--- config.mk ---
export PLATFORM = sky130hd
export DESIGN_NAME = iwsc_top
export DESIGN_NICKNAME = d
export VERILOG_FILES = /design/src/verilog/iwsc_stack.v /design/src/verilog/iwsc_top.v
export VERILOG_INCLUDE_DIRS = /design/src /design/src/include
export SDC_FILE = /design/constraint.sdc
export NUM_CORES = 1
export LEC_CHECK = 0
export BUFFER_PORTS_ARGS = -buffer_cell sky130_fd_sc_hd__buf_2
export CAP_MARGIN = 20
export CORE_AREA = 2 2 183 185
export DETAILED_ROUTE_END_ITERATION = 8
export DIE_AREA = 0 0 185 187
export PLACE_DENSITY_LB_ADDON = 0.08
export SYNTH_ARGS = -nofsm -noshare
export SYNTH_HDL_FRONTEND = slang
export SYNTH_HIERARCHICAL = 1
export SYNTH_SLANG_ARGS = --single-unit
--- constraint.sdc ---
create_clock -name clk_sys -period 2.2 [get_ports clk_sys]
set_input_delay 0.22 -clock clk_sys [delete_from_list [all_inputs] [get_ports clk_sys]]
set_output_delay 0.22 -clock clk_sys [all_outputs]
set_load 0.01 [all_outputs]
--- src/include/iwsc_consts.vh ---
`ifndef IWSC_CONSTS_VH
`define IWSC_CONSTS_VH
// Register indices (8-bit registers)
`define IWSC_ADDR_IRQ_CTRL 14'h000b
`define IWSC_ADDR_OPTION 14'h0081
`define IWSC_ADDR_STATUS 14'h0003
`define IWSC_ADDR_CORE_CMD 14'h0100
`define IWSC_ADDR_FUSES 14'h2007
// Interrupt control bits
`define IWSC_GIE_BIT 7
`define IWSC_TOIE_BIT 5
`define IWSC_EXTIE_BIT 4
`define IWSC_PCIE_BIT 3
`define IWSC_TOIF_BIT 2
`define IWSC_EXTIF_BIT 1
`define IWSC_PCIF_BIT 0
// Option bits
`define IWSC_EDGE_BIT 6
`define IWSC_PSA_BIT 3
// Status bits
`define IWSC_TO_N_BIT 4
`define IWSC_PD_N_BIT 3
// Fuse bits
`define IWSC_WATCHDOG_FUSE_ENABLE_BIT 2
// Core command bits (written by the core sequencer)
`define IWSC_CMD_WATCHDOG_CLEAR_INSTR 0
`define IWSC_CMD_SLEEP 1
`define IWSC_CMD_RETURN_FROM_IRQ_INSTR 2
`define IWSC_CMD_ACK 3
// Reset values
`define IWSC_OPTION_RST 8'hff
`define IWSC_FUSES_RST 8'h3f
`define IWSC_IRQ_RST 8'h00
// Timing
`define IWSC_WDT_PERIOD_US 18000
`define IWSC_CLK_MHZ 25
`define IWSC_WDT_CYCLES (`IWSC_WDT_PERIOD_US * `IWSC_CLK_MHZ)
`define IWSC_OST_OSC 1024
`define IWSC_VECTOR 13'h0004
`endif

--- src/verilog/iwsc_stack.v ---
`timescale 1ns/1ps
// Eight-deep return address stack, registered top of stack
module iwsc_stack #(
    parameter DEPTH_LOG = 3,
    parameter WIDTH = 13
) (
    input wire clk_sys, // System clock
    input wire rst_n, // Async reset, active low
    input wire push, // Push return address
    input wire pop, // Pop one entry
    input wire [WIDTH-1:0] push_data, // Address pushed
    output reg [WIDTH-1:0] top // Registered top entry
);
    reg [WIDTH-1:0] mem [0:(1<<DEPTH_LOG)-1];
    reg [DEPTH_LOG-1:0] ptr;
    wire [DEPTH_LOG-1:0] ptr_dec = ptr - {{(DEPTH_LOG-1){1'b0}}, 1'b1};
    wire [DEPTH_LOG-1:0] ptr_dec2 = ptr - {{(DEPTH_LOG-2){1'b0}}, 2'b10};

    // Circular like the real stack: overflow wraps silently
    always @(posedge clk_sys) begin
        if (push)
            mem[ptr] <= push_data;
    end

    always @(posedge clk_sys or negedge rst_n) begin
        if (!rst_n) begin
            ptr <= {DEPTH_LOG{1'b0}};
            top <= {WIDTH{1'b0}};
        end else if (push) begin
            ptr <= ptr + {{(DEPTH_LOG-1){1'b0}}, 1'b1};
            top <= push_data;
        end else if (pop) begin
            ptr <= ptr_dec;
            top <= mem[ptr_dec2];
        end
    end
endmodule

--- src/verilog/iwsc_top.v ---
// The implementer's own choice: strobed register access.
`timescale 1ns/1ps
`include "iwsc_consts.vh"
module iwsc_top #(
    parameter WDT_CYCLES = `IWSC_WDT_CYCLES,
    parameter OST_CYCLES = `IWSC_OST_OSC
) (
    input wire clk_sys, // System clock, 25 MHz
    input wire rst_n, // Async reset, active low
    input wire [13:0] addr, // Register address
    input wire [7:0] wdata, // Write data
    input wire wr, // Write strobe
    input wire rd, // Read strobe
    output reg [7:0] rdata, // Read data, cycle after rd
    input wire ext_irq_pin, // External interrupt pin
    input wire [3:0] second_port, // Port bits 7 to 4
    input wire port_read, // Core reads the port this cycle
    input wire timer_overflow, // Timer rolled from ff to 00
    input wire wdt_osc_tick, // Watchdog RC oscillator tick
    input wire [12:0] return_pc, // Address to save on entry
    input wire xtal_mode, // Crystal oscillator mode selected
    output reg irq_req, // Interrupt request to core
    output reg vector_load, // Load vector into PC, pulse
    output reg [12:0] vector_addr, // Vector address
    output reg [12:0] stack_top, // Saved return address
    output reg sleeping, // Oscillator driver off
    output reg wake_pulse, // Execution resumes, pulse
    output reg wdt_reset // Internal reset, pin untouched
);
    localparam ST_RUN = 2'b00;
    localparam ST_SLEEP = 2'b01;
    localparam ST_OST = 2'b10;
    // Terminal counts sized to their counters
    localparam [27:0] WDT_LAST = WDT_CYCLES - 1;
    localparam [10:0] OST_LAST = OST_CYCLES - 1;

    reg [7:0] irq_ctrl;
    reg [7:0] option_control;
    reg [7:0] configuration_fuses;
    reg watchdog_expired_n;
    reg sleep_entered_n;
    reg [1:0] state;
    reg pin_d;
    reg [3:0] port_d;
    reg [27:0] wdt_cnt;
    reg [6:0] presc;
    reg [10:0] ost_cnt;
    reg [1:0] lat_cnt;
    reg lat_busy;
    wire [12:0] stk_top;

    function sel;
        input [13:0] a;
        input [13:0] b;
        sel = (a == b);
    endfunction

    wire wr_ctrl = wr && sel(addr, `IWSC_ADDR_IRQ_CTRL);
    wire wr_cmd = wr && sel(addr, `IWSC_ADDR_CORE_CMD);
    wire cmd_clr = wr_cmd && wdata[`IWSC_CMD_WATCHDOG_CLEAR_INSTR];
    wire cmd_sleep = wr_cmd && wdata[`IWSC_CMD_SLEEP];
    wire cmd_ret = wr_cmd && wdata[`IWSC_CMD_RETURN_FROM_IRQ_INSTR];
    wire cmd_ack = wr_cmd && wdata[`IWSC_CMD_ACK];

    wire edge_sel = option_control[`IWSC_EDGE_BIT];
    wire ext_edge = edge_sel ? (ext_irq_pin && !pin_d)
                             : (!ext_irq_pin && pin_d);
    // Port read hides a coincident change, as the real port latch does
    wire port_chg = (second_port != port_d) && !port_read;

    wire [2:0] pend = {
        irq_ctrl[`IWSC_TOIF_BIT] && irq_ctrl[`IWSC_TOIE_BIT],
        irq_ctrl[`IWSC_EXTIF_BIT] && irq_ctrl[`IWSC_EXTIE_BIT],
        irq_ctrl[`IWSC_PCIF_BIT] && irq_ctrl[`IWSC_PCIE_BIT]};
    wire any_pend = |pend;

    wire wdt_on = configuration_fuses[`IWSC_WATCHDOG_FUSE_ENABLE_BIT];
    wire presc_wdt = option_control[`IWSC_PSA_BIT];
    wire [2:0] ratio = option_control[2:0];
    // Prescaler tap: ratio n divides by 2^n, up to 1:128
    wire presc_hit = (presc == ((7'h01 << ratio) - 7'h01));
    wire wdt_tick = wdt_osc_tick && (!presc_wdt || presc_hit);
    wire wdt_expire = wdt_on && wdt_tick &&
                      (wdt_cnt >= WDT_LAST);
    wire wake_irq = (state == ST_SLEEP) && any_pend;
    wire wake_wdt = (state == ST_SLEEP) && wdt_expire;
    wire wake_any = wake_irq || wake_wdt;
    wire wdt_clear = cmd_clr || cmd_sleep || wake_any;
    wire take_irq = irq_req && cmd_ack && (state == ST_RUN);

    // Edge history, registered inputs
    always @(posedge clk_sys or negedge rst_n) begin
        if (!rst_n) begin
            pin_d <= 1'b0;
            port_d <= 4'h0;
        end else begin
            pin_d <= ext_irq_pin;
            // Always latched, so a change hidden by a read is lost for good
            port_d <= second_port;
        end
    end

    // Interrupt control: hardware sets win over software clears
    always @(posedge clk_sys or negedge rst_n) begin
        if (!rst_n) begin
            irq_ctrl <= `IWSC_IRQ_RST;
        end else begin
            if (wr_ctrl)
                irq_ctrl <= wdata;
            if (ext_edge)
                irq_ctrl[`IWSC_EXTIF_BIT] <= 1'b1;
            if (timer_overflow)
                irq_ctrl[`IWSC_TOIF_BIT] <= 1'b1;
            if (port_chg)
                irq_ctrl[`IWSC_PCIF_BIT] <= 1'b1;
            if (take_irq)
                irq_ctrl[`IWSC_GIE_BIT] <= 1'b0;
            else if (cmd_ret)
                irq_ctrl[`IWSC_GIE_BIT] <= 1'b1;
        end
    end

    // Option and fuses (fuses writable by any write to their address)
    always @(posedge clk_sys or negedge rst_n) begin
        if (!rst_n) begin
            option_control <= `IWSC_OPTION_RST;
            configuration_fuses <= `IWSC_FUSES_RST;
        end else begin
            if (wr && sel(addr, `IWSC_ADDR_OPTION))
                option_control <= wdata;
            if (wr && sel(addr, `IWSC_ADDR_FUSES))
                configuration_fuses <= wdata;
        end
    end

    // Watchdog counts only oscillator ticks, so it runs in sleep
    always @(posedge clk_sys or negedge rst_n) begin
        if (!rst_n) begin
            wdt_cnt <= 28'h0000000;
            presc <= 7'h00;
        end else if (wdt_clear || wdt_expire) begin
            wdt_cnt <= 28'h0000000;
            presc <= 7'h00;
        end else if (wdt_on && wdt_osc_tick) begin
            if (presc_wdt)
                presc <= presc_hit ? 7'h00 : presc + 7'h01;
            if (wdt_tick)
                wdt_cnt <= wdt_cnt + 28'h0000001;
        end
    end

    // Status bits and sleep sequencing
    always @(posedge clk_sys or negedge rst_n) begin
        if (!rst_n) begin
            watchdog_expired_n <= 1'b1;
            sleep_entered_n <= 1'b1;
            state <= ST_RUN;
            ost_cnt <= 11'h000;
            sleeping <= 1'b0;
            wake_pulse <= 1'b0;
            wdt_reset <= 1'b0;
        end else begin
            wake_pulse <= 1'b0;
            wdt_reset <= 1'b0;
            if (wdt_expire)
                watchdog_expired_n <= 1'b0;
            if (cmd_clr) begin
                watchdog_expired_n <= 1'b1;
                sleep_entered_n <= 1'b1;
            end
            case (state)
                ST_RUN: begin
                    if (wdt_expire) begin
                        wdt_reset <= 1'b1;
                    end else if (cmd_sleep) begin
                        sleep_entered_n <= 1'b0;
                        watchdog_expired_n <= 1'b1;
                        // Already pending: finish and wake at once
                        if (any_pend) begin
                            wake_pulse <= 1'b1;
                        end else begin
                            state <= ST_SLEEP;
                            sleeping <= 1'b1;
                        end
                    end
                end
                ST_SLEEP: begin
                    if (wake_any) begin
                        if (xtal_mode) begin
                            state <= ST_OST;
                            ost_cnt <= 11'h000;
                        end else begin
                            state <= ST_RUN;
                            sleeping <= 1'b0;
                            wake_pulse <= 1'b1;
                        end
                    end
                end
                ST_OST: begin
                    if (ost_cnt == OST_LAST) begin
                        state <= ST_RUN;
                        sleeping <= 1'b0;
                        wake_pulse <= 1'b1;
                    end else begin
                        ost_cnt <= ost_cnt + 11'h001;
                    end
                end
                default: begin
                    state <= ST_RUN;
                    sleeping <= 1'b0;
                end
            endcase
        end
    end

    // Entry latency: request raised after three cycles of pending
    always @(posedge clk_sys or negedge rst_n) begin
        if (!rst_n) begin
            irq_req <= 1'b0;
            lat_cnt <= 2'b00;
            lat_busy <= 1'b0;
        end else begin
            if (!(irq_ctrl[`IWSC_GIE_BIT] && any_pend) || sleeping) begin
                lat_cnt <= 2'b00;
                lat_busy <= 1'b0;
                irq_req <= 1'b0;
            end else if (lat_cnt != 2'b10) begin
                lat_busy <= 1'b1;
                lat_cnt <= lat_cnt + 2'b01;
            end else begin
                irq_req <= !take_irq;
            end
        end
    end

    // Vector load and return address save
    always @(posedge clk_sys or negedge rst_n) begin
        if (!rst_n) begin
            vector_load <= 1'b0;
            vector_addr <= 13'h0000;
            stack_top <= 13'h0000;
        end else begin
            vector_load <= take_irq;
            vector_addr <= `IWSC_VECTOR;
            stack_top <= stk_top;
        end
    end

    // Only the return address is saved; W and status are software's
    iwsc_stack #(
        .DEPTH_LOG(3),
        .WIDTH(13)
    ) u_stack (
        .clk_sys(clk_sys),
        .rst_n(rst_n),
        .push(take_irq),
        .pop(cmd_ret),
        .push_data(return_pc),
        .top(stk_top)
    );

    // Register readback
    always @(posedge clk_sys or negedge rst_n) begin
        if (!rst_n) begin
            rdata <= 8'h00;
        end else if (rd) begin
            if (sel(addr, `IWSC_ADDR_IRQ_CTRL))
                rdata <= irq_ctrl;
            else if (sel(addr, `IWSC_ADDR_OPTION))
                rdata <= option_control;
            else if (sel(addr, `IWSC_ADDR_FUSES))
                rdata <= configuration_fuses & 8'h7f;
            else if (sel(addr, `IWSC_ADDR_STATUS))
                rdata <= {3'b000, watchdog_expired_n, sleep_entered_n,
                          1'b0, lat_busy, state == ST_SLEEP};
            else
                rdata <= 8'h00;
        end else begin
            rdata <= 8'h00;
        end
    end
endmodule

Word-level counts from Yosys, hierarchy flattened
Memory sizes are Yosys's and may differ from the RTL's.
Index checks and enable logic that the tools add are counted.
- register bits after elaboration: 124
- RAM bits: 104
- output and inout port bits: 39
- memories kept: 1
- add/sub/neg operators: 8
- magnitude comparators: 1
- equal/unequal tests: 20
- shifts and indexed selects: 1
- multiplexer cells: 67
- reductions and logical operators: 52
- memories (name ; depth ; bits a word ; read ports ; clocked after memory_dff ; wr ports ; RTL line ; source):
    u_stack.mem ; 8 ; 13 ; 1 ; 0 ; 1 ; iwsc_stack.v:14 ; reg [WIDTH-1:0] mem [0:(1<<DEPTH_LOG)-1];
- operators by type and width (operator ; count):
    $mux W28 ; 3
    $mux W1 ; 35
    $mux W7 ; 5
    $mux W11 ; 3
    $mux W8 ; 4
    $add A28 B1 Y28 const B ; 1
    $ge A28 B19 Y1 const B ; 1
    $mux W13 ; 2
    $logic_and A1 B1 Y1 ; 23
    $pmux W11 S2 ; 1
    $ne A2 B2 Y1 const B ; 10
    $reduce_bool A2 Y1 ; 9
    $mux W2 ; 8
    $eq A14 B14 Y1 const B ; 1
    $eq A14 B2 Y1 const B ; 1
    $eq A14 B4 Y1 const B ; 1
    $eq A14 B8 Y1 const B ; 1
    $eq A14 B9 Y1 const B ; 1
    $add A11 B1 Y11 const B ; 1
    $eq A11 B10 Y1 const B ; 1
    $add A7 B1 Y7 const B ; 1
    $eq A7 B7 Y1 ; 1
    $shl A1 B3 Y7 const A ; 1
    $sub A7 B1 Y7 const B ; 1
    other kinds (20) ; 33

Depth between registers and ports, before layout
- word-level depth: 13
- mapped depth: 10

Modules after synthesis
Netlist, hierarchy kept.
- by module, submodules not included (module ; times used ; cells an instance ; area each (µm²) ; sequential area each (µm²)):
    iwsc_top ; 1 ; 485 ; 5178.7 ; 2722.6
    iwsc_stack ; 1 ; 264 ; 4815.9 ; 3523.4

Worst setup path after synthesis
No wires, ideal clock.
- kind: input-to-reg
- from: in addr[13]
- to: mem u_stack.mem[1][0] (enable)
- library setup time: 0.361 ns
- arrival time: 2.571 ns
- slack: -0.732 ns
- stages on the path: 8
- path buffers: 2
- cells stage by stage: or4_1 > nor2_1 > and4_1 > nor3b_1 > and3_1 > clkbuf_1 > clkbuf_1 > and3_1
- longest elaborated chain between the ends: 7
- RTL lines (element ; RTL line ; source):
    start: declaration ; iwsc_top.v:10 ; input wire [13:0] addr,
    $eq A14 B9 Y1 ; iwsc_top.v:55 ; sel = (a == b);
    $logic_and A1 B1 Y1 ; iwsc_top.v:59 ; wire wr_cmd = wr && sel(addr, `IWSC_ADDR_CORE_CMD);
    $logic_and A1 B1 Y1 ; iwsc_top.v:63 ; wire cmd_ack = wr_cmd && wdata[`IWSC_CMD_ACK];
    $logic_and A1 B1 Y1 (2 in series) ; iwsc_top.v:89 ; wire take_irq = irq_req && cmd_ack && (state == ST_RUN);
    named net take_irq ; iwsc_top.v:89 ;
    $mux W1 ; iwsc_stack.v:21 ; if (push)
    $mux W1 (not written as such) ; iwsc_stack.v:22 ; mem[ptr] <= push_data;
    end: declaration ; iwsc_stack.v:14 ;
The timed path passes the listed nets, and every way through them passes these cells.

Worst setup path after layout
- from: reg option_control[2]
- to: reg ost_cnt[8]
- longest elaborated chain between the ends: 11
- RTL lines (element ; RTL line ; source):
    start: declaration ; iwsc_top.v:38 ; reg [7:0] option_control;
    start signal: assignment ; iwsc_top.v:126 ; option_control <= `IWSC_OPTION_RST;
    start signal: assignment ; iwsc_top.v:130 ; option_control <= wdata;
    $shl A1 B3 Y7 ; iwsc_top.v:81 ; wire presc_hit = (presc == ((7'h01 << ratio) - 7'h01));
    $sub A7 B1 Y7 ; iwsc_top.v:81 ;
    $eq A7 B7 Y1 ; iwsc_top.v:81 ;
    $logic_or A1 B1 Y1 ; iwsc_top.v:82 ; wire wdt_tick = wdt_osc_tick && (!presc_wdt || presc_hit);
    $logic_and A1 B1 Y1 ; iwsc_top.v:82 ;
    $logic_and A1 B1 Y1 (2 in series) ; iwsc_top.v:83 ; wire wdt_expire = wdt_on && wdt_tick &&
    $logic_and A1 B1 Y1 ; iwsc_top.v:86 ; wire wake_wdt = (state == ST_SLEEP) && wdt_expire;
    $logic_or A1 B1 Y1 ; iwsc_top.v:87 ; wire wake_any = wake_irq || wake_wdt;
    $ne A2 B2 Y1 (no source line) ; -- ;
    $reduce_and A4 Y1 (no source line) ; -- ;
    end signal: assignment ; iwsc_top.v:205 ; ost_cnt <= ost_cnt + 11'h001;
    end: declaration ; iwsc_top.v:47 ; reg [10:0] ost_cnt;
No other way between the ends.
A chain may end at the register's enable or synchronous reset.

==> flow_summary.json <==
{
  "rsz0062_at_grt": "yes",
  "cts.path.max_buffers": 3,
  "p_int_w": 0.00731,
  "use_met1_pct": 19.6,
  "cts_root_buffer": "clkbuf_16",
  "grt_start_max_net_pins": 48,
  "clock_latency_ns": 0.55,
  "path_cells": "buf_4, or4_4, o22ai_4, a21oi_4, o311ai_4, a21boi_4, buf_6, or3_1, a21boi_1",
  "finalCriticalPeriod_ns": 2.53,
  "ys_ff_latch": 228,
  "synth_cell_types": 71,
  "fin_area_sq_um": 13400,
  "skew_ns": 0.0183,
  "synth_cells": 749,
  "h-tree-depth": 1,
  "path_class": "register to register",
  "synthFlopType": "dfrtp_1",
  "layout.cells.most_common": "dfrtp_1",
  "antenna-diode-count": 0,
  "synth_edf_count": 104,
  "slew_headroom_pct": 54.4,
  "gp_congestion": 0.781,
  "num_vias": 6993,
  "holdCritPathClass": "primary input to register",
  "layout-drive-gt1-share_pct": 37.5,
  "postRouteAntennaNets": 0,
  "cts_sinks": 228,
  "async_reset_ff_share_pct": 54.4,
  "pwr-share-comb_pct": 3.1,
  "synth_warnings": 6,
  "cts_tree": "built",
  "clkPwrFrac_pct": 48.1,
  "cts-buffers-inserted": 28,
  "endpoint_kind": "register",
  "clkTransAtPathRegs_ns": 0.06,
  "fin_tns_setup_ns": -10.58,
  "dp_hpwl_mm": 17.9,
  "switchingPower_w": 0.00201,
  "worstMarginPinSlew_ns": 0.684,
  "finalHoldViolations": 0,
  "drt_iter0_markers": 318,
  "crit_path_max_incr_delay_ns": 0.54,
  "avgSynthCellArea_sq_um": 13.3,
  "status": "finished, violations left",
  "path_buf_inv": 2,
  "fp.dieH_um": 187,
  "cellPowerDensity_nw_per_um2": 695,
  "pwr-share-seq_pct": 48.9,
  "met3_usage_pct": 2.30,
  "slew_violations": 0,
  "ys_seq_area_share_pct": 62.5,
  "initial_core_util_pct": 30.4,
  "drc_errors": 0,
  "worstPathArrival_ns": 2.99,
  "grt_busiest_layer": "met2",
  "grt_pass1_vias": 7554,
  "cpLargestDelayFamily": "compound AO/OA/AOI/OAI gates",
  "stdcell_count": 1434,
  "die_w_um": 185,
  "violations": "negative setup slack",
  "wl_mm": 27.2,
  "vdd_drop_max_mv": 0.613,
  "grt_use_met2_pct": 27.9,
  "grtUsageTotal_pct": 15.7,
  "grt_pass1_wl_mm": 42.4,
  "numPortBuffers": 74,
  "dp_cells": 1342,
  "core_sq_um": 32900,
  "worstPathRequired_ns": 2.67,
  "worst_slack_ns": -0.328,
  "startpoint_type": "register",
  "antenna_found_initial": 0,
  "num_io_pins": 87,
  "placed_area_sq_um": 11600,
  "max-cap-violations": 0,
  "vias_per_cell": 4.88,
  "final_cell_mix": "107 x dfrtp_1, 104 x edfxtp_1, 91 x buf_4",
  "first_pass_iters": 4,
  "dieArea_sq_um": 34600,
  "cp_slowest_cell": "or4_4",
  "swShare_pct": 21.6,
  "globalRouteOverflowTotal": 0,
  "setup_viol": 52,
  "critPathMaxFanout": 6,
  "power_leakage_nw": 5.45,
  "finalNetCount": 1021,
  "netlist_area_sq_um": 9990,
  "wl_per_cell_um": 19.0,
  "row_count": 67,
  "timing.final.crit_share_pct": 115,
  "area_delta_synth_final_pct": 34.3,
  "fmax_mhz": 396
}
[final timing paths]
kind	cells after the start	endpoint	slack, ns	start
worst min-delay path	1	u_stack/mem[4][7]	0.02	return_pc[7]
worst max register to register	9	ost_cnt[8]	-0.33	option_control[2]
worst max-delay path	9	ost_cnt[8]	-0.33	option_control[2]
max in group asynchronous	3	option_control[6]	1.34	rst_n
worst min register to register	0	stack_top[3]	0.40	u_stack/top[3]
min in group asynchronous	2	wdt_cnt[2]	0.18	rst_n
[cells by family after synthesis]
group	share of synthesized area (%)
multiplexers	7.77
XOR/XNOR	2.28
AO/OA/AOI/OAI	9.88
AND/OR/NAND/NOR	13.2
flip-flops	62.5
buffers and inverters	3.13
adder cells (fa/ha/maj)	1.20
other	0.0751
[flip-flops by register name, summed over array words and instances (netlist names), 2 cells and up]
name and count:
lat_cnt 2, wdt_cnt 28, rdata 8, configuration_fuses 7, option_control 8, u_stack/ptr 3
irq_ctrl 8, state 2, u_stack/top 13, u_stack/mem 104, presc 7, ost_cnt 11
port_d 4, stack_top 13
[power groups by stage]
stage / clock network (W) / registers (W) / logic, W
5_1_grt: 0.00482 / 0.00456 / 0.000325
6_report: 0.00448 / 0.00456 / 0.000286
4_1_cts: 0.00463 / 0.00455 / 0.000292
2_1_floorplan: 0 / 0.00462 / 0.0000932
3_5_place_dp: 0 / 0.00463 / 0.000262
3_3_place_gp: 0 / 0.00463 / 0.000254
[repair_timing]
action                                  CTS  global route
hold buffers                             19             0
cloned                                    5             1
endpoints found under the setup margin   67            66
pin swaps                                23            26
buffers inserted                         17             3
gates resized for setup                  53            59
endpoints found under the hold margin    83             0
[routing by layer]
layer / wire length, um / up-vias
li1: - / 3242
met1: 11500 / 3559
met2: 13900 / 149
met3: 1050 / 43
met4: 728 / 0
met5: 0 / -
[synthesized netlist by cell type, types with 3 or more instances]
| library cell | number | area, sq um |
|---|---|---|
| nand2_1 | 33 | 124 |
| and2_1 | 8 | 50.1 |
| and3_1 | 23 | 144 |
| dfstp_2 | 16 | 420 |
| a22oi_1 | 16 | 120 |
| mux4_1 | 11 | 289 |
| nand3_1 | 22 | 110 |
| nand2b_1 | 3 | 18.8 |
| clkbuf_1 | 10 | 37.5 |
| xnor2_1 | 4 | 35.0 |
| ha_1 | 8 | 100 |
| a31oi_1 | 10 | 62.6 |
| a21oi_1 | 17 | 85.1 |
| nor2b_1 | 35 | 219 |
| edfxtp_1 | 104 | 3120 |
| o31ai_1 | 13 | 97.6 |
| nor2_1 | 47 | 176 |
| mux2i_1 | 6 | 60.1 |
| nand3b_1 | 3 | 22.5 |
| xor2_1 | 22 | 193 |
| o21a_1 | 3 | 22.5 |
| buf_2 | 10 | 50.1 |
| inv_1 | 15 | 56.3 |
| dfrtp_1 | 108 | 2700 |
| mux2_2 | 34 | 383 |
| nand4_1 | 12 | 75.1 |
| a21boi_0 | 10 | 75.1 |
| nor3_1 | 9 | 45.0 |
| and4_1 | 5 | 43.8 |
| o21ai_0 | 29 | 145 |
| a211oi_1 | 15 | 113 |
| buf_4 | 16 | 120 |
| o211ai_1 | 4 | 30.0 |
| buf_6 | 3 | 33.8 |
| or3b_2 | 3 | 26.3 |
| nor4_1 | 5 | 31.3 |
| or3_1 | 10 | 62.6 |
| a222oi_1 | 8 | 80.1 |
[layout make-up]
cell class                      instances  area (sq um)
Fill cell                            3086         19400
Multi-Input combinational cell        477          3920
Tap cell                              448           561
Clock buffer                           34           723
Inverter                               15          58.8
Sequential cell                       228          6250
Timing Repair Buffer                  214          1740
Clock inverter                         18           174
[metrics by stage]
step	util [%]	hold slack [ns]	setup WS [ns]	power, W
2_1_floorplan	-	-0.0756	-0.274	0.00472
3_3_place_gp	35.3	0.186	-0.658	0.00488
3_5_place_dp	35.3	0.189	-0.810	0.00489
4_1_cts	40.1	0.00118	-0.308	0.00948
5_1_grt	40.8	0.0101	-0.448	0.00970
6_report	40.8	0.0209	-0.328	0.00932
Power figures use the tool's default switching activity.
